File: src/umr_consts.vh
// Constants for the serial element's register set and reset values
`ifndef UMR_CONSTS_VH
`define UMR_CONSTS_VH

// Register offsets on the three address lines
`define UMR_OFS_DATA 3'h0
`define UMR_OFS_IER 3'h1
`define UMR_OFS_IIR 3'h2
`define UMR_OFS_LCR 3'h3
`define UMR_OFS_MCR 3'h4
`define UMR_OFS_LST 3'h5
`define UMR_OFS_MSR 3'h6
`define UMR_OFS_SCR 3'h7

// Field positions
`define UMR_FCR_EN 0
`define UMR_FCR_RXCLR 1
`define UMR_FCR_TXCLR 2
`define UMR_LCR_BREAK 6
`define UMR_LCR_DLAB 7
`define UMR_IER_RDA 0
`define UMR_IER_THRE 1
`define UMR_IER_RLS 2
`define UMR_IER_MS 3

// Reset values
`define UMR_IER_RST 4'h0
`define UMR_MCR_RST 4'h0
`define UMR_LCR_RST 8'h00
`define UMR_FCR_RST 4'h0
`define UMR_IIR_NONE 4'h1
`define UMR_LST_RST 8'h60

// Interrupt identification codes, bits 3..0
`define UMR_IID_RLS 4'h6
`define UMR_IID_RDA 4'h4
`define UMR_IID_THRE 4'h2
`define UMR_IID_MS 4'h0

// Buffer geometry
`define UMR_FIFO_DEPTH 32
`define UMR_FIFO_AW 5
`define UMR_RX_W 12

`endif

File: src/umr_uart.v
// Serial comms element core: master reset behaviour, registers, FIFOs
`timescale 1ns/10ps
`include "umr_consts.vh"

// How it works
// - Master reset high restores all defined states
// - Interrupt enable bits cleared on reset
// - Identification reads one, other bits zero
// - Modem control cleared, upper nibble always zero
// - Line status resets to 0x60
// - Modem deltas cleared, upper bits follow pins
// - Divisor bytes change only on host write
// - Holding and buffer change only by data
// - Baud output low until divisor written
// - Receive FIFO cleared on reset or control
// - Transmit FIFO cleared on reset or control
// - FIFO control bits cleared on reset
// - Data bus driven only during selected strobe

// Synchronous FIFO with valid/ready on both sides
module umr_fifo #(
    parameter WIDTH = 8,
    parameter DEPTH = 32,
    parameter AW = 5
) (
    input wire clk_sys,
    input wire clear,
    input wire in_valid,
    output wire in_ready,
    input wire [WIDTH-1:0] in_data,
    output wire out_valid,
    input wire out_ready,
    output wire [WIDTH-1:0] out_data
);
    reg [WIDTH-1:0] mem [0:DEPTH-1]; // Storage array
    reg [AW-1:0] wr_ptr_reg; // Write index
    reg [AW-1:0] rd_ptr_reg; // Read index
    reg [AW:0] count_reg; // Words held
    wire push;
    wire pop;

    assign in_ready = (count_reg != DEPTH[AW:0]);
    assign out_valid = (count_reg != {(AW+1){1'b0}});
    assign out_data = mem[rd_ptr_reg];
    assign push = in_valid & in_ready;
    assign pop = out_valid & out_ready;

    // Pointer and count upkeep; clear empties without touching storage
    always @(posedge clk_sys) begin
        if (clear) begin
            wr_ptr_reg <= {AW{1'b0}};
            rd_ptr_reg <= {AW{1'b0}};
            count_reg <= {(AW+1){1'b0}};
        end else begin
            if (push) begin
                wr_ptr_reg <= wr_ptr_reg + 1'b1;
            end
            if (pop) begin
                rd_ptr_reg <= rd_ptr_reg + 1'b1;
            end
            if (push & ~pop) begin
                count_reg <= count_reg + 1'b1;
            end else if (pop & ~push) begin
                count_reg <= count_reg - 1'b1;
            end
        end
    end

    // Storage write, no reset needed on data
    always @(posedge clk_sys) begin
        if (push) begin
            mem[wr_ptr_reg] <= in_data;
        end
    end
endmodule // umr_fifo

// Register file and reset logic of the serial element
module umr_uart (
    input wire clk_sys,
    input wire rst_b,
    input wire master_reset_in,
    input wire chip_select,
    input wire [2:0] reg_addr,
    input wire read_strobe_high,
    input wire write_strobe_high,
    input wire [7:0] bus_data_in,
    output wire [7:0] bus_data_out,
    output wire bus_data_oe,
    output wire bus_driver_disable,
    input wire rx_char_valid,
    input wire [7:0] rx_char_data,
    input wire [2:0] rx_char_err,
    input wire rx_char_break,
    output wire tx_char_valid,
    input wire tx_char_ready,
    output wire [7:0] tx_char_data,
    input wire [3:0] modem_in,
    output wire serial_tx_line,
    output wire rts_n,
    output wire dtr_n,
    output wire out1_n,
    output wire out2_n,
    output wire baud_clock_output,
    output wire irq
);
    // Reset of either kind; master reset is sampled as a synchronous level
    wire rst_any = ~rst_b | master_reset_in;

    // Control and status state
    reg [3:0] ier_reg; // Interrupt enables
    reg [7:0] lcr_reg; // Line control
    reg [3:0] mcr_reg; // Modem control, upper nibble always zero
    reg [3:0] fcr_reg; // FIFO enable, clears, DMA select
    reg [1:0] trig_reg; // Receive trigger level
    reg [3:0] lst_err_reg; // Overrun, parity, framing, break
    reg lst_fifo_err_reg; // Error pushed into receive FIFO since its last clear
    reg [3:0] msr_delta_reg; // Modem change indicators
    reg [3:0] modem_q_reg; // Previous modem pin levels
    reg thre_pend_reg; // Transmit-empty interrupt pending
    reg tx_empty_q_reg; // Previous transmit FIFO empty state
    reg baud_run_reg; // Divisor has been written
    reg [15:0] baud_cnt_reg; // Baud divider count
    reg baud_pulse_reg; // Baud output flop
    reg brk_reg; // Serial line value
    reg rd_q_reg; // Read strobe one cycle ago
    reg wr_q_reg; // Write strobe one cycle ago
    reg [7:0] dout_reg; // Read data latch

    // Data holding state, untouched by either reset
    reg [7:0] dll_reg; // Divisor low byte
    reg [7:0] dlm_reg; // Divisor high byte
    reg [7:0] thr_reg; // Last byte written for transmit
    reg [7:0] rxbuf_reg; // Last byte received
    reg [7:0] scr_reg; // Scratch byte

    // Access decode: one access per strobe rising edge
    wire rd_act = chip_select & read_strobe_high;
    wire wr_act = chip_select & write_strobe_high;
    wire rd_ev = rd_act & ~rd_q_reg;
    wire wr_ev = wr_act & ~wr_q_reg;
    wire dlab = lcr_reg[`UMR_LCR_DLAB];
    wire fen = fcr_reg[`UMR_FCR_EN];

    // Address decoder shared by read and write paths
    function is_reg;
        input [2:0] a;
        input [2:0] ofs;
        begin
            is_reg = (a == ofs);
        end
    endfunction

    wire a_data = is_reg(reg_addr, `UMR_OFS_DATA);
    wire a_ier = is_reg(reg_addr, `UMR_OFS_IER);
    wire wr_thr = wr_ev & a_data & ~dlab;
    wire wr_dll = wr_ev & a_data & dlab;
    wire wr_dlm = wr_ev & a_ier & dlab;
    wire wr_fcr = wr_ev & is_reg(reg_addr, `UMR_OFS_IIR);
    wire rd_rxbuf = rd_ev & a_data & ~dlab;
    wire rd_iir = rd_ev & is_reg(reg_addr, `UMR_OFS_IIR);
    wire rd_lst = rd_ev & is_reg(reg_addr, `UMR_OFS_LST);
    wire rd_msr = rd_ev & is_reg(reg_addr, `UMR_OFS_MSR);

    // FIFO clears: reset, clear bit with enable, or enable toggling
    wire en_change = wr_fcr & (bus_data_in[`UMR_FCR_EN] != fen);
    wire rx_clr = rst_any | en_change |
        (wr_fcr & bus_data_in[`UMR_FCR_EN] &
        bus_data_in[`UMR_FCR_RXCLR]);
    wire tx_clr = rst_any | en_change |
        (wr_fcr & bus_data_in[`UMR_FCR_EN] &
        bus_data_in[`UMR_FCR_TXCLR]);

    // Receive FIFO; character mode keeps at most one entry
    wire rx_in_ready;
    wire rx_out_valid;
    wire [`UMR_RX_W-1:0] rx_out_data;
    wire rx_room = fen ? rx_in_ready : ~rx_out_valid;
    wire rx_push = rx_char_valid & rx_room;
    wire rx_overrun = rx_char_valid & ~rx_room;
    wire [3:0] rx_new_err = {rx_char_break, rx_char_err};

    umr_fifo #(
        .WIDTH(`UMR_RX_W),
        .DEPTH(`UMR_FIFO_DEPTH),
        .AW(`UMR_FIFO_AW)
    ) u_rx_fifo (
        .clk_sys(clk_sys),
        .clear(rx_clr),
        .in_valid(rx_push),
        .in_ready(rx_in_ready),
        .in_data({rx_new_err, rx_char_data}),
        .out_valid(rx_out_valid),
        .out_ready(rd_rxbuf),
        .out_data(rx_out_data)
    );

    // Transmit FIFO; a full FIFO drops the host byte without notice
    wire tx_in_ready;
    wire tx_empty = ~tx_char_valid;

    umr_fifo #(
        .WIDTH(8),
        .DEPTH(`UMR_FIFO_DEPTH),
        .AW(`UMR_FIFO_AW)
    ) u_tx_fifo (
        .clk_sys(clk_sys),
        .clear(tx_clr),
        .in_valid(wr_thr),
        .in_ready(tx_in_ready),
        .in_data(bus_data_in),
        .out_valid(tx_char_valid),
        .out_ready(tx_char_ready),
        .out_data(tx_char_data)
    );

    // Line status image; empty FIFOs after reset give 0x60
    wire [7:0] lst_val = {lst_fifo_err_reg & fen, tx_empty, tx_empty,
        lst_err_reg, rx_out_valid};

    // Interrupt sources in priority order
    wire src_rls = ier_reg[`UMR_IER_RLS] & (|lst_err_reg);
    wire src_rda = ier_reg[`UMR_IER_RDA] & rx_out_valid;
    wire src_thre = ier_reg[`UMR_IER_THRE] & thre_pend_reg;
    wire src_ms = ier_reg[`UMR_IER_MS] & (|msr_delta_reg);
    reg [3:0] iid;

    // Identification priority encoder
    always @* begin
        if (src_rls) begin
            iid = `UMR_IID_RLS;
        end else if (src_rda) begin
            iid = `UMR_IID_RDA;
        end else if (src_thre) begin
            iid = `UMR_IID_THRE;
        end else if (src_ms) begin
            iid = `UMR_IID_MS;
        end else begin
            iid = `UMR_IIR_NONE;
        end
    end

    // Read multiplexer; bits 4 and 5 of the identification stay zero
    reg [7:0] rd_mux;
    always @* begin
        if (a_data) begin
            rd_mux = dlab ? dll_reg :
                (rx_out_valid ? rx_out_data[7:0] : rxbuf_reg);
        end else if (a_ier) begin
            rd_mux = dlab ? dlm_reg : {4'h0, ier_reg};
        end else if (is_reg(reg_addr, `UMR_OFS_IIR)) begin
            rd_mux = {fen, fen, 2'b00, iid};
        end else if (is_reg(reg_addr, `UMR_OFS_LCR)) begin
            rd_mux = lcr_reg;
        end else if (is_reg(reg_addr, `UMR_OFS_MCR)) begin
            rd_mux = {4'h0, mcr_reg};
        end else if (is_reg(reg_addr, `UMR_OFS_LST)) begin
            rd_mux = lst_val;
        end else if (is_reg(reg_addr, `UMR_OFS_MSR)) begin
            rd_mux = {modem_in, msr_delta_reg};
        end else begin
            rd_mux = scr_reg;
        end
    end

    // Bus pins: driven only while selected and reading
    assign bus_data_oe = rd_act;
    assign bus_data_out = dout_reg;
    assign bus_driver_disable = ~rd_act;

    // Strobe history and read latch
    always @(posedge clk_sys) begin
        if (rst_any) begin
            rd_q_reg <= 1'b0;
            wr_q_reg <= 1'b0;
            dout_reg <= 8'h00;
        end else begin
            rd_q_reg <= rd_act;
            wr_q_reg <= wr_act;
            if (rd_ev) begin
                dout_reg <= rd_mux;
            end
        end
    end

    // Control registers, cleared by master reset
    always @(posedge clk_sys) begin
        if (rst_any) begin
            ier_reg <= `UMR_IER_RST;
            lcr_reg <= `UMR_LCR_RST;
            mcr_reg <= `UMR_MCR_RST;
            fcr_reg <= `UMR_FCR_RST;
            trig_reg <= 2'b00;
        end else begin
            if (wr_ev & a_ier & ~dlab) begin
                ier_reg <= bus_data_in[3:0];
            end
            if (wr_ev & is_reg(reg_addr, `UMR_OFS_LCR)) begin
                lcr_reg <= bus_data_in;
            end
            if (wr_ev & is_reg(reg_addr, `UMR_OFS_MCR)) begin
                mcr_reg <= bus_data_in[3:0];
            end
            if (wr_fcr) begin
                // Clear bits are self-clearing; only enable and DMA stay
                fcr_reg <= {bus_data_in[3], 2'b00, bus_data_in[0]};
                trig_reg <= bus_data_in[7:6];
            end
        end
    end

    // Data registers change only by their own data events
    always @(posedge clk_sys) begin
        if (wr_dll) begin
            dll_reg <= bus_data_in;
        end
        if (wr_dlm) begin
            dlm_reg <= bus_data_in;
        end
        if (wr_thr) begin
            thr_reg <= bus_data_in;
        end
        if (rx_char_valid) begin
            rxbuf_reg <= rx_char_data;
        end
        if (wr_ev & is_reg(reg_addr, `UMR_OFS_SCR)) begin
            scr_reg <= bus_data_in;
        end
    end

    // Line status errors: set beats the read that clears them
    always @(posedge clk_sys) begin
        if (rst_any) begin
            lst_err_reg <= 4'h0;
            lst_fifo_err_reg <= 1'b0;
        end else begin
            lst_err_reg <= (rd_lst ? 4'h0 : lst_err_reg) |
                ({rx_new_err[3:1], 1'b0} & {4{rx_push}}) |
                {3'b000, rx_overrun};
            lst_fifo_err_reg <= rx_clr ? 1'b0 :
                (lst_fifo_err_reg | (rx_push & (|rx_new_err)));
        end
    end

    // Modem change detection; trailing edge only for ring indicator
    wire [3:0] modem_chg = {modem_in[3] ^ modem_q_reg[3],
        ~modem_in[2] & modem_q_reg[2],
        modem_in[1] ^ modem_q_reg[1],
        modem_in[0] ^ modem_q_reg[0]};

    always @(posedge clk_sys) begin
        modem_q_reg <= modem_in;
        if (rst_any) begin
            msr_delta_reg <= 4'h0;
        end else begin
            msr_delta_reg <= (rd_msr ? 4'h0 : msr_delta_reg) | modem_chg;
        end
    end

    // Transmit-empty interrupt: raised when FIFO drains, dropped on an
    // identification read reporting it or a new byte; the new empty edge wins
    always @(posedge clk_sys) begin
        if (rst_any) begin
            thre_pend_reg <= 1'b0;
            tx_empty_q_reg <= 1'b1;
        end else begin
            tx_empty_q_reg <= tx_empty;
            if (tx_empty & ~tx_empty_q_reg) begin
                thre_pend_reg <= 1'b1;
            end else if (wr_thr | (rd_iir & (iid == `UMR_IID_THRE))) begin
                thre_pend_reg <= 1'b0;
            end
        end
    end

    // Baud generator: silent until a divisor byte is written
    wire [15:0] divisor = {dlm_reg, dll_reg};
    always @(posedge clk_sys) begin
        if (rst_any) begin
            baud_run_reg <= 1'b0;
            baud_cnt_reg <= 16'h0000;
            baud_pulse_reg <= 1'b0;
        end else begin
            if (wr_dll | wr_dlm) begin
                baud_run_reg <= 1'b1;
                baud_cnt_reg <= 16'h0000;
                baud_pulse_reg <= 1'b0;
            end else if (baud_run_reg & (divisor != 16'h0000)) begin
                // One high cycle per divisor period
                if (baud_cnt_reg >= divisor - 16'h0001) begin
                    baud_cnt_reg <= 16'h0000;
                    baud_pulse_reg <= 1'b1;
                end else begin
                    baud_cnt_reg <= baud_cnt_reg + 16'h0001;
                    baud_pulse_reg <= (divisor == 16'h0001);
                end
            end else begin
                baud_pulse_reg <= 1'b0;
            end
        end
    end

    // Serial line idles high; break bit forces it low
    always @(posedge clk_sys) begin
        if (rst_any) begin
            brk_reg <= 1'b1;
        end else begin
            brk_reg <= ~lcr_reg[`UMR_LCR_BREAK];
        end
    end

    // Outputs; modem pins are inverted control bits, high after reset
    assign serial_tx_line = brk_reg;
    assign baud_clock_output = baud_pulse_reg;
    assign dtr_n = ~mcr_reg[0];
    assign rts_n = ~mcr_reg[1];
    assign out1_n = ~mcr_reg[2];
    assign out2_n = ~mcr_reg[3];
    assign irq = src_rls | src_rda | src_thre | src_ms;
endmodule // umr_uart

File: config.mk
export PLATFORM = sky130hd
export DESIGN_NAME = umr_uart
export DESIGN_NICKNAME = d
export VERILOG_FILES = /design/src/umr_uart.v
export VERILOG_INCLUDE_DIRS = /design/src
export SDC_FILE = /design/constraint.sdc
export NUM_CORES = 1
export LEC_CHECK = 0
export BUFFER_PORTS_ARGS = -buffer_cell sky130_fd_sc_hd__clkbuf_2
export CAP_MARGIN = 20
export CELL_PAD_IN_SITES_DETAIL_PLACEMENT = 0
export CELL_PAD_IN_SITES_GLOBAL_PLACEMENT = 1
export CORE_MARGIN = 1
export CORE_UTILIZATION = 58
export DETAILED_ROUTE_END_ITERATION = 8
export MAX_ROUTING_LAYER = met4
export PLACE_DENSITY = 0.9
export SLEW_MARGIN = 20
export SYNTH_ARGS = -nofsm -noshare
export SYNTH_HDL_FRONTEND = slang
export SYNTH_SLANG_ARGS = --single-unit
File: constraint.sdc
create_clock -name clk_sys -period 8.98 [get_ports clk_sys]
set_input_delay 0.898 -clock clk_sys [delete_from_list [all_inputs] [get_ports clk_sys]]
set_output_delay 0.898 -clock clk_sys [all_outputs]
set_load 0.01 [all_outputs]
==> flow_metrics.py <==
metrics = {
    "yosys": {
        "synth_enable_flop_cells": 544,
        "synthesis.area_sq_mm": 0.0267,
        "synth.top_cells.by_area": "edfxtp_1 (61%), mux4_2 (12%), dfxtp_1 (7.7%)",
        "synth_seq_area_share_pct": 68.9,
        "synth-seq-cells": 647,
        "synthesis.nets": 1675,
        "postSynthCellCount": 1599,
        "synth.top_cell.area_share_pct": 61.2,
        "synth.avg_cell_area_sq_um": 16.7,
        "async_reset_ff_share_pct": 0,
        "ys_dominant_reg_cell": "edfxtp_1",
        "netlist.top_cell.by_area": "edfxtp_1",
        "post_synth_num_cell_types": 72,
        "yosysWarningCount": 0,
    },
    "sta": {
        "worst_clock_skew_on_the_final_layout_ps": 28.0,
        "hold_violations": 0,
        "setup-violations-final": 0,
        "max-slew-margin-rel_pct": 35.6,
        "rsz_0062_raised_after_global_routing": "false",
        "max_freq_mhz": 221,
        "report.final.slew_viol_count": 0,
        "final.period_utilization_pct": 50.3,
        "setup_total_negative_slack_ps": 0,
        "setup_slack_ps": 4460,
        "hold_ws_ps": 437,
        "worst-slew-pin-transition_ps": 966,
        "layout_min_cycle_time_ps": 4520,
    },
    "cts": {
        "ctsLongestPathBuffers": 3,
        "clk_pin_slew_ps": 60,
        "ctsHoldBuffers": 0,
        "clock_insertion_delay_worst_skew_ps": 600,
        "tritoncts.num_buffers": 66,
        "cts-resized-gates": 0,
        "h_tree_level_count": 3,
        "cts.sink_count": 647,
        "tritoncts": "built",
        "clk_root_buffer_cell": "clkbuf_16",
        "post_cts_setup_driven_buffer_insertion_count": 0,
    },
    "worst_setup_path": {
        "r2r_setup_slack_ps": 4870,
        "critical_r2r_capture": "u_rx_fifo.count_reg[5]",
        "cp_top_family": "multiplexers",
        "cp_num_buf_inv": 2,
        "worst-setup-path-type": "reg2out",
        "path_cells": "buf_4, mux4_2, mux4_2, mux2_2, clkbuf_2",
        "reg2reg_from": "u_rx_fifo.count_reg[0]",
        "worstRegToRegCells": 12,
        "crit_path_max_fanout": 48,
        "cp_common_cell": "mux4_2",
        "cp_slowest_stage_delay_ps": 800,
        "setup.worst_path.start_class": "flop",
        "setup.worst_path.end_class": "primary output",
        "worst_ep_arrival_time_ps": 3620,
        "critical_path.slowest_cell": "buf_4",
        "critPathRequiredTime_ps": 8080,
    },
    "placed_design": {
        "portBuffers": 60,
        "pre_cts_slack_ps": 4580,
        "dp.final_hpwl_mm": 35.4,
        "gp_routability_congestion": 0.874,
    },
    "drt": {
        "route.final.wire_length_mm": 57.8,
        "post-route-drc-count": 0,
        "dr_total_vias": 14500,
        "routedWlPerCell_microns": 25.1,
        "final_antenna_net_count": 0,
        "drt_first_iter_violations": 1389,
        "vias_per_cell": 6.30,
        "first_pass_iters": 8,
    },
    "floorplanning": {
        "core_area_sq_mm": 0.0454,
        "placementRows": 78,
        "initial_core_util_pct": 58.8,
        "i_o_pin_cnt": 61,
        "die_w_microns": 217,
        "fp.dieArea_sq_mm": 0.0469,
        "fp.dieH_microns": 217,
    },
    "global_routing": {
        "overflow": 0,
        "top_usage_layer": "met2",
        "gr-usage-all-layers_pct": 26.1,
        "groute.layer.met1.usage_pct": 34.2,
        "first_pass_grt_wire_length_mm": 87.6,
        "grt_start_max_net_pins": 49,
        "grt.met2_usage_pct": 41.7,
        "global_route.usage.met3_pct": 4.49,
        "initial_antenna_violation_count": 0,
        "number_of_global_route_vias_before_repair": 14500,
    },
    "cells_and_area": {
        "finalCoreUtilization_pct": 65.2,
        "post_route_cells_drive_above_1_share_pct": 20.6,
        "finish.net_count": 1732,
        "syn_to_final_growth_pct": 10.8,
        "fillCellCount": 3016,
        "antenna-diode-count": 0,
    },
    "min_path": {
        "timing.hold.worst.class": "in2reg",
        "whs_path_cells": 1,
        "hold_path_end": "modem_q_reg[2]",
        "hp-start": "modem_in[2]",
    },
    "power": {
        "maximum_ir_drop_on_the_vdd_rail_uv": 286,
        "leakage_nw": 9.35,
        "total_power_mw": 6.48,
        "power_density_mw_per_mm2": 219,
    },
    "status": {
        "status": "completed",
    },
    "job": {
        "maxCapViolations": 0,
    },
}
## cell families (layout without fill, tap and decap cells)
kind of cell / after synthesis / after routing / share of synthesized area (%)
adder cells (fa/ha/maj): 41 / 41 / 1.98
flip-flops: 647 / 647 / 68.9
XOR/XNOR: 54 / 54 / 1.77
AO/OA/AOI/OAI: 176 / 176 / 4.38
multiplexers: 217 / 217 / 14.8
AND/OR/NAND/NOR: 358 / 358 / 6.39
buffers and inverters: 106 / 214 / 1.78
## through the flow
step                      instances  cell area [sq um]
after global placement         2188              27500
after detailed placement       2188              27500
after floorplan                1599              26700
after global routing           2307              29600
after CTS                      2307              29600
final                          2307              29600
## cells in the mapped netlist (all sizes together), types with 5 or more instances
cell type	instances
xnor2	29
nand2b	9
nor2b	10
dfxtp	103
or4	5
nand4	16
edfxtp	544
a22oi	7
mux2i	63
clkbuf	44
o211ai	7
nand2	62
nand3b	6
mux4	141
buf	41
nor2	169
a211o	5
nor3b	9
nor4	10
mux2	13
inv	21
and3	6
a21oi	55
ha	39
a211oi	19
nand3	23
a31oi	11
o21ai	29
or3	9
a21o	11
xor2	25
nor3	10
## layout by cell type (no fill, tap or decap), types with 9 or more instances in the layout
cell type / instances
edfxtp_1: 544
nor2_1: 169
mux4_2: 141
dfxtp_1: 97
clkbuf_16: 69
mux2i_1: 63
clkbuf_2: 60
nand2_1: 59
a21oi_1: 54
ha_1: 39
xnor2_1: 29
o21ai_0: 27
xor2_1: 25
nand3_1: 23
inv_1: 21
a211oi_1: 19
nand4_1: 16
clkinv_2: 16
buf_4: 14
mux2_2: 13
clkinv_1: 12
a31oi_1: 11
nor2b_1: 10
a21o_1: 10
or3_1: 9
nor4_1: 9
nand2b_1: 9
## worst max path at each step
stage	endpoint	slack, ps	cells past startpoint
floorplan	u_rx_fifo.count_reg[5]	5510	13
global placement	u_rx_fifo.count_reg[5]	4650	14
detailed placement	u_rx_fifo.count_reg[5]	4580	14
CTS	tx_char_data[6]	4370	5
global route	tx_char_data[6]	4230	5
finish	tx_char_data[6]	4460	5
## report_power, final
group | internal (mW) | switching, mW | leakage [nW]
Sequential | 3.29 | 0.0285 | 5.74
Clock | 1.54 | 1.13 | 1.04
Combinational | 0.182 | 0.312 | 2.58
Total | 5.01 | 1.47 | 9.35
## metal layers
metal / wire length [microns] / part of all wire [%] / vias up
li1: - / - / 6385
met1: 23500 / 41 / 7399
met2: 28700 / 50 / 623
met3: 3850 / 6.7 / 117
met4: 1770 / 3.1 / 0
met5: 0 / 0 / -
## cell type report
type / count / area [sq um] / area share (%)
flip-flops and latches: 647 / 18400 / 62.3
multi-input cells: 846 / 7830 / 26.5
inverters: 21 / 78.8 / 0.267
clock buffers: 79 / 1780 / 6.03
repair buffers: 74 / 405 / 1.37
well taps: 600 / 751 / 2.54
clock inverters: 40 / 312 / 1.05
Power figures use the tool's default switching activity.
